--- src/hsc_defs.svh ---
`ifndef HSC_DEFS_SVH
`define HSC_DEFS_SVH

// ----------------------------------------------------------------------------
// Timing constants
// ----------------------------------------------------------------------------

// First hot-swap delay in microseconds.
`define HSC_T_REF_US       1000
// Second hot-swap delay in microseconds.
`define HSC_T_TERM_US      10000
// Oscillator rate in MHz.
`define HSC_CLK_MHZ        100
// Default bus idle time in clock cycles.
`define HSC_IDLE_CYCLES    5000
// Cycles after a release in which the other side may not claim a channel.
`define HSC_TURN_GUARD     4

// ----------------------------------------------------------------------------
// Channel indices
// ----------------------------------------------------------------------------

// Clock channel index.
`define HSC_CH_CLK         0
// Data channel index.
`define HSC_CH_DAT         1
// Interrupt channel index.
`define HSC_CH_IRQ         2
// Number of channels.
`define HSC_NCH            3

`endif

--- src/hsc_pkg.sv ---
package hsc_pkg;

  // --------------------------------------------------------------------------
  // Types
  // --------------------------------------------------------------------------

  // Hot-swap sequencer states.
  typedef enum logic [2:0] {
    HSC_POWERUP,
    HSC_REF_WAIT,
    HSC_TERM_CHECK,
    HSC_TERM_WAIT,
    HSC_ARMED,
    HSC_CONNECTED
  } hsc_state_type;

  // One differential pair as seen by the comparators.
  typedef struct packed {
    logic plus_high;
    logic minus_high;
    logic minus_below_90;
    logic plus_above_10;
  } hsc_pair_type;

  // Drive of one line: enable drives the line to the level in out.
  typedef struct packed {
    logic out;
    logic oe;
  } hsc_drive_type;

endpackage

--- src/hsc_ctrl.sv ---
// ----------------------------------------------------------------------------
// Summary of operation
// - Stay disconnected, all pins released, at power-up.
// - After first timer, sample line pair states.
// - Valid termination starts second timer.
// - After second timer arm stop/idle detect.
// - Connect on enable plus idle or stop.
// - Enable low: disconnect and release ready.
// - Supply loss, or termination loss once armed, reruns full sequence; enable low returns to armed.
// - Plug-in detect low when lines steadily attached.
// - Ready low only when enabled, detected, connected.
// - Each node drives or receives, never both.
// - Plus above minus means released high.
// - Level decided from pair difference only.
// - Third channel behaves like clock and data.
// - Enable defaults high when not driven.
// ----------------------------------------------------------------------------
`timescale 1ns/100ps
`include "hsc_defs.svh"

module hsc_ctrl
  import hsc_pkg::*;
#(
  parameter int CLK_MHZ     = `HSC_CLK_MHZ,
  parameter int REF_CYCLES  = `HSC_T_REF_US * CLK_MHZ,
  parameter int TERM_CYCLES = `HSC_T_TERM_US * CLK_MHZ,
  parameter int IDLE_CYCLES = `HSC_IDLE_CYCLES
) (
  input  wire logic                      core_clk_in,
  input  wire logic                      arst_n_in,
  input  wire logic                      supply_good_in,
  input  wire logic                      enable_in,
  input  wire logic                      enable_driven_in,
  input  wire logic [`HSC_NCH-1:0]       se_line_in,
  input  wire hsc_pair_type [`HSC_NCH-1:0] pair_in,
  output hsc_drive_type [`HSC_NCH-1:0]   se_drive_out,
  output hsc_drive_type [`HSC_NCH-1:0]   plus_drive_out,
  output hsc_drive_type [`HSC_NCH-1:0]   minus_drive_out,
  output logic                           plug_in_detect_n_out,
  output logic                           plug_in_detect_n_oe_out,
  output logic                           ready_n_out,
  output logic                           ready_n_oe_out
);

  // --------------------------------------------------------------------------
  // Input synchronisers
  // --------------------------------------------------------------------------

  localparam int SW = 3 + `HSC_NCH + 4 * `HSC_NCH;

  logic [SW-1:0] sync1;
  logic [SW-1:0] sync2;

  // Every pin is asynchronous to the oscillator, so it passes two flops.
  always_ff @(posedge core_clk_in or negedge arst_n_in) begin
    if (!arst_n_in) begin
      sync1 <= '0;
      sync2 <= '0;
    end else begin
      sync1 <= {supply_good_in, enable_in, enable_driven_in, se_line_in, pair_in};
      sync2 <= sync1;
    end
  end

  hsc_pair_type [`HSC_NCH-1:0] pair_s;
  logic [`HSC_NCH-1:0]         se_s;
  logic                        supply_ok;
  logic                        en_pin;
  logic                        en_driven;
  logic                        en_s;

  assign pair_s    = sync2[4*`HSC_NCH-1:0];
  assign se_s      = sync2[5*`HSC_NCH-1:4*`HSC_NCH];
  assign en_driven = sync2[SW-3];
  assign en_pin    = sync2[SW-2];
  assign supply_ok = sync2[SW-1];
  // An undriven enable pin reads as high, like an internal pull-up.
  assign en_s      = en_driven ? en_pin : 1'b1;

  // --------------------------------------------------------------------------
  // Differential receivers
  // --------------------------------------------------------------------------

  // Level taken from the comparison only, so common-mode offset is ignored.
  logic [`HSC_NCH-1:0] line_high;
  for (genvar i = 0; i < `HSC_NCH; i++) begin : g_rx
    assign line_high[i] = pair_s[i].plus_high & ~pair_s[i].minus_high;
  end

  // Valid termination on both clock and data pairs.
  logic term_ok;
  assign term_ok = pair_s[`HSC_CH_CLK].minus_below_90 & pair_s[`HSC_CH_DAT].minus_below_90
                 & pair_s[`HSC_CH_CLK].plus_above_10 & pair_s[`HSC_CH_DAT].plus_above_10;

  // --------------------------------------------------------------------------
  // Stop and idle detection
  // --------------------------------------------------------------------------

  hsc_state_type state;
  logic [31:0]   timer;
  logic [31:0]   idle_cnt;
  logic          data_q;
  logic          stop_seen;
  logic          idle_ok;
  logic          armed;

  assign armed   = (state == HSC_ARMED);
  assign idle_ok = (idle_cnt >= 32'(IDLE_CYCLES));

  // Idle counter runs while clock and data both read high on the pairs after arming.
  always_ff @(posedge core_clk_in or negedge arst_n_in) begin
    if (!arst_n_in) begin
      idle_cnt <= '0;
    end else if (!armed || !(line_high[`HSC_CH_CLK] & line_high[`HSC_CH_DAT])) begin
      idle_cnt <= '0;
    end else if (!idle_ok) begin
      idle_cnt <= idle_cnt + 32'd1;
    end
  end

  // A stop is data rising while clock stays high on the pairs.
  always_ff @(posedge core_clk_in or negedge arst_n_in) begin
    if (!arst_n_in) begin
      data_q    <= 1'b0;
      stop_seen <= 1'b0;
    end else begin
      data_q <= line_high[`HSC_CH_DAT];
      if (!armed) begin
        stop_seen <= 1'b0;
      end else if (line_high[`HSC_CH_CLK] & line_high[`HSC_CH_DAT] & ~data_q) begin
        stop_seen <= 1'b1;
      end else if (!line_high[`HSC_CH_CLK]) begin
        stop_seen <= 1'b0;
      end
    end
  end

  // --------------------------------------------------------------------------
  // Hot-swap sequencer
  // --------------------------------------------------------------------------

  logic connect_ok;
  logic lost;
  assign connect_ok = en_s & (idle_ok | (stop_seen & se_s[`HSC_CH_CLK] & se_s[`HSC_CH_DAT]));
  // Losing supply or termination drops back to the start of the sequence.
  assign lost = ~supply_ok | ~term_ok;

  always_ff @(posedge core_clk_in or negedge arst_n_in) begin
    if (!arst_n_in) begin
      state <= HSC_POWERUP;
      timer <= '0;
    end else if (!supply_ok) begin
      state <= HSC_POWERUP;
      timer <= '0;
    end else begin
      case (state)
        HSC_POWERUP: begin
          state <= HSC_REF_WAIT;
          timer <= '0;
        end
        HSC_REF_WAIT: begin
          if (timer >= 32'(REF_CYCLES - 1)) begin
            state <= HSC_TERM_CHECK;
            timer <= '0;
          end else begin
            timer <= timer + 32'd1;
          end
        end
        HSC_TERM_CHECK: begin
          timer <= '0;
          if (term_ok) state <= HSC_TERM_WAIT;
        end
        HSC_TERM_WAIT: begin
          if (!term_ok) begin
            state <= HSC_TERM_CHECK;
            timer <= '0;
          end else if (timer >= 32'(TERM_CYCLES - 1)) begin
            state <= HSC_ARMED;
            timer <= '0;
          end else begin
            timer <= timer + 32'd1;
          end
        end
        HSC_ARMED: begin
          if (lost) state <= HSC_POWERUP;
          else if (connect_ok) state <= HSC_CONNECTED;
        end
        HSC_CONNECTED: begin
          // Enable low separates the sides; a later high must see idle or a stop again.
          if (lost) state <= HSC_POWERUP;
          else if (!en_s) state <= HSC_ARMED;
        end
        default: state <= HSC_POWERUP;
      endcase
    end
  end

  // --------------------------------------------------------------------------
  // Channel bridging
  // --------------------------------------------------------------------------

  // Which side currently pulls each channel low; the other side only listens.
  logic [`HSC_NCH-1:0] se_owner;
  logic [`HSC_NCH-1:0] line_owner;
  logic                linked;
  assign linked = (state == HSC_CONNECTED);

  for (genvar i = 0; i < `HSC_NCH; i++) begin : g_ch
    logic [2:0] guard;
    logic       free;

    // After a release our own low still echoes back through the synchronisers
    // for a few cycles; without this guard the other side would claim that echo
    // and the low would bounce between the two sides for ever.
    assign free = (guard == '0);

    always_ff @(posedge core_clk_in or negedge arst_n_in) begin
      if (!arst_n_in) begin
        guard <= '0;
      end else if (se_owner[i] | line_owner[i]) begin
        guard <= 3'(`HSC_TURN_GUARD);
      end else if (!free) begin
        guard <= guard - 3'h1;
      end
    end

    // Ownership goes to the side that first sees low; released when it goes high.
    // A tie goes to the single-ended side, so both sides never drive at once.
    always_ff @(posedge core_clk_in or negedge arst_n_in) begin
      if (!arst_n_in) begin
        se_owner[i]   <= 1'b0;
        line_owner[i] <= 1'b0;
      end else if (!linked) begin
        se_owner[i]   <= 1'b0;
        line_owner[i] <= 1'b0;
      end else begin
        se_owner[i]   <= se_owner[i] ? ~se_s[i] : (~se_s[i] & ~line_owner[i] & free);
        line_owner[i] <= line_owner[i] ? ~line_high[i]
                                       : (~line_high[i] & ~se_owner[i] & se_s[i] & free);
      end
    end

    // Drive outputs; all released while not linked.
    always_ff @(posedge core_clk_in or negedge arst_n_in) begin
      if (!arst_n_in) begin
        se_drive_out[i]    <= '0;
        plus_drive_out[i]  <= '0;
        minus_drive_out[i] <= '0;
      end else begin
        // Single-ended side pulls low when the pair is owned from the line.
        se_drive_out[i]    <= '{out: 1'b0, oe: linked & line_owner[i]};
        // Reversed polarity on the pair: plus low, minus high.
        plus_drive_out[i]  <= '{out: 1'b0, oe: linked & se_owner[i]};
        minus_drive_out[i] <= '{out: 1'b1, oe: linked & se_owner[i]};
      end
    end
  end

  // --------------------------------------------------------------------------
  // Status outputs
  // --------------------------------------------------------------------------

  logic detect_low;
  // Supply loss already forces the sequencer back to the start, so detect
  // drops in the same cycle as the channel drives.
  assign detect_low = (state == HSC_ARMED) || (state == HSC_CONNECTED);

  // Open-drain status pins: enable high pulls the pin low.
  always_ff @(posedge core_clk_in or negedge arst_n_in) begin
    if (!arst_n_in) begin
      plug_in_detect_n_out    <= 1'b0;
      plug_in_detect_n_oe_out <= 1'b0;
      ready_n_out             <= 1'b0;
      ready_n_oe_out          <= 1'b0;
    end else begin
      plug_in_detect_n_out    <= 1'b0;
      plug_in_detect_n_oe_out <= detect_low;
      ready_n_out             <= 1'b0;
      ready_n_oe_out          <= en_s & detect_low & linked;
    end
  end

endmodule // hsc_ctrl

--- config.mk ---
export PLATFORM = sky130hd
export DESIGN_NAME = hsc_ctrl
export DESIGN_NICKNAME = d
export VERILOG_FILES = /design/src/hsc_pkg.sv /design/src/hsc_ctrl.sv
export VERILOG_INCLUDE_DIRS = /design/src /design/src/src
export SDC_FILE = /design/constraint.sdc
export NUM_CORES = 1
export LEC_CHECK = 0
export ABC_AREA = 1
export BUFFER_PORTS_ARGS = -buffer_cell sky130_fd_sc_hd__buf_2
export CAP_MARGIN = 20
export CORE_MARGIN = 10
export CORE_UTILIZATION = 54
export DETAILED_ROUTE_END_ITERATION = 8
export GPL_ROUTABILITY_DRIVEN = 0
export MAX_ROUTING_LAYER = met4
export PLACE_DENSITY = 0.79
export SLEW_MARGIN = 20
export SYNTH_ARGS = -nofsm -noshare
export SYNTH_HDL_FRONTEND = slang
export SYNTH_SLANG_ARGS = --single-unit
--- constraint.sdc ---
create_clock -name core_clk_in -period 3.54 [get_ports core_clk_in]
set_input_delay 0.177 -clock core_clk_in [delete_from_list [all_inputs] [get_ports core_clk_in]]
set_output_delay 0.177 -clock core_clk_in [all_outputs]
set_load 0.02 [all_outputs]
==> key figures <==
Timing
  – WHS: 0.283 ns
  – RSZ-0062 raised after global routing: no
  – Clock skew: 0.00796 ns
  – Setup TNS: 0 ns
  – Final hold violation count: 0
  – Slew HR: 47.8%
  – Highest clock rate: approximately 420 MHz
  – Post-layout min period: 2.37 ns
  – Final Max Tran Viols: 0
  – Final Setup Violations: 0
  – Worst slew pin tran: 0.783 ns
  – Final Cycle Share: 67.1%

Yosys
  – Sequential fraction of the synthesis area: 55.6%
  – Post-Syn Area: about 5600 µm²
  – Cell variety after synth: 37
  – Post-synth top area share: a little under three fifths
  – Dominant synthesized flop cell: dfrtp_1
  – Mapped Cells: 652
  – Number of synthesis warnings: 0
  – Synthesized flop and latch total: 125
  – Largest cells by area after synthesis: dfrtp_1 56%, nand2_1 8.3%, nor2_1 7.5%
  – Cell type with the highest aggregate area in the netlist: dfrtp_1
  – Asr flop ratio synth: 100%
  – EDFF count, synth: 0
  – Mean Syn Cell Area: roughly 8.6 µm²

Worst setup path
  – Worst Path Max Fanout: 11
  – R2R Setup Slk: 1.17 ns
  – CP required: 3.98 ns
  – Cell mode on critical path: nand2_1
  – CP Launch Type: flop
  – Worst Reg-to-Reg Cells: 9
  – FF-to-FF Start: state[1]
  – CP Capture Type: flop
  – Crit-path slowest cell: nor2_1
  – Kind of critical path: reg -> reg
  – CP cell instances: inv_1, nand2_1, nor2_1, nand2_1, nor2_1, nand2_1, nand2_1, o21ai_0, a21oi_1
  – Slowest stage delay, CP: between 0.5 and 0.6 ns
  – Reg2reg end: idle_cnt[10]
  – Critical Path AT: roughly 2.8 ns

Pwr
  – Worst vdd ir: 0.387 mV
  – Pwr Density: 564 nW/µm²
  – Leakage power: 3.24 nW

Clocking
  – Clock sink count: ~130
  – Max H-tree Level: 4
  – CTS tree: yes
  – Clock root cell: clkbuf_8
  – Worst-path clk slew: 0.06 ns
  – Buffer levels on the longest clock path: 2
  – Number of buffers created by CTS: 17
  – Setup Buffers After CTS: 0
  – Skew-Pair Late Insertion Delay: 0.51 ns

Die
  – Die width: 122 µm
  – Die Area: roughly 15000 µm²
  – Ports: 42
  – Core region area: 10200 µm²
  – Chip Height: 122 µm
  – Initial Util: 55.0%
  – Rows: 37

Global routing
  – Largest net degree at the start of global routing: 64
  – Gr usage total: 16.4%
  – First-pass GRT wire length: 19300 µm
  – Initial antenna violation count: 0
  – Total grt overflow: 0
  – Vias in the first global route: 4322

Drt
  – Post-DRT Antenna Nets: 0
  – DRT Pass-1 Iters: 5
  – DRT iter0 DRCs: 299
  – Remaining DRCs: 0
  – DR WL/cell: 13.1 µm
  – Via count: 4276
  – Vias per cell: 5.01
  – WL final: 11200 µm

Placed design
  – I/O Buffers: 31
  – Post-DP HPWL: roughly 7300 µm

Cells and area
  – Multi-input logic area: about 2000 µm²
  – Synth-to-Final Area Change: 17.0%
  – Storage cell area: 3130 µm²
  – Fraction of layout cells with a size suffix above 1: 11.8%
  – Net count, final: 734
  – Most frequent cells in the layout: 125 x nand2_1, 125 x dfrtp_1, 112 x nor2_1, 103 x inv_1, 39 x nand3_1
  – Diode count: 0
  – Fillers: 808

Outcome
  – Status: complete, no violations

Hold path
  – Worst hold path type: in -> async

Job
  – Max_cap viols: 0
## cell families (layout without fill, tap and decap cells)
logic type	Yosys count	after routing	share of synthesized area (%)
simple gates	310	310	23.1
flops	125	125	55.6
compound gates	64	64	7.09
xor+xnor	13	13	2.02
other cells	2	9	0.133
fa+ha+maj	9	9	2.00
buf+inv	129	188	10.0
## how the worst max path moves through the flow
stage / startpoint / end / slack [ns] / cells past startpoint
finish: state[1] / idle_cnt[10] / 1.17 / 9
global route: state[2] / idle_cnt[10] / 0.97 / 8
CTS: state[1] / idle_cnt[12] / 1.22 / 9
detailed placement: state[1] / idle_cnt[10] / 1.21 / 9
global placement: state[2] / idle_cnt[12] / 1.33 / 8
floorplan: timer[0] / timer[0] / 1.93 / 11
## timing repair
item,4_1_cts,5_1_grt
gates resized for setup,0,0
hold buffers,17,0
endpoints found under the hold margin,78,0
## state kept, by name (all words and copies together) (netlist names), 3 cells and up
name and flops:
idle_cnt 32, timer 32, sync1 16, sync2 16, g_ch.guard 9, minus_drive_out 4
line_owner 3, se_drive_out 3, se_owner 3, state 3
## report_power, final
| part | internal [W] | leakage, nW | total [W] | switching (W) |
|---|---|---|---|---|
| combinational | 0.000172 | 1.32 | 0.000466 | 0.000294 |
| sequential | 0.00152 | 1.65 | 0.00158 | 0.0000538 |
| clock | 0.00101 | 0.274 | 0.00167 | 0.000659 |
| total | 0.00271 | 3.24 | 0.00372 | 0.00101 |
## metal layers
layer,global-route usage (%),up-vias,wire length [µm]
met2,27.7,87,5850
met5,-,-,0
met3,4.76,13,519
met1,18.3,2056,4710
met4,4.93,0,132
li1,-,2120,-
## metrics by stage
step                utilization [%]  worst slack [ns]  instances  area [µm²]  total power (W)
floorplan                         -              1.93        659        5650          0.00193
global route                   64.4             0.966        854        6590          0.00389
finish                         64.4              1.17        854        6590          0.00372
CTS                            64.4              1.22        854        6590          0.00375
detailed placement             57.1              1.21        805        5840          0.00205
global placement               57.1              1.33        805        5840          0.00200
## area by class of cell
class | instances | area share, %
Multi-Input combinational cell | 405 | 29.8
Clock inverter | 14 | 2.39
Tap cell | 136 | 2.58
Timing Repair Buffer | 49 | 5.28
Clock buffer | 18 | 6.35
Sequential cell | 125 | 47.5
Inverter | 107 | 6.10
## cell usage after synthesis (4+ instances only)
cell and instances:
a21oi_1 13, buf_4 14, dfrtp_1 125, ha_1 9, inv_1 103, nand2_1 125
nand3_1 39, nand4_1 13, nor2_1 112, nor3_1 10, o21ai_0 26, o21ai_2 10
o22ai_1 4, xnor2_1 5, xor2_1 8
## worst max-delay path, delay by kind of cell, from the launching register on
| kind | cells | cell delay, ns |
|---|---|---|
| AO/OA/AOI/OAI | 2 | 0.25 |
| flip-flops | 1 | 0.42 |
| buffers and inverters | 1 | 0.10 |
| AND/OR/NAND/NOR | 6 | 1.52 |
(Power assumes the default switching activity.)
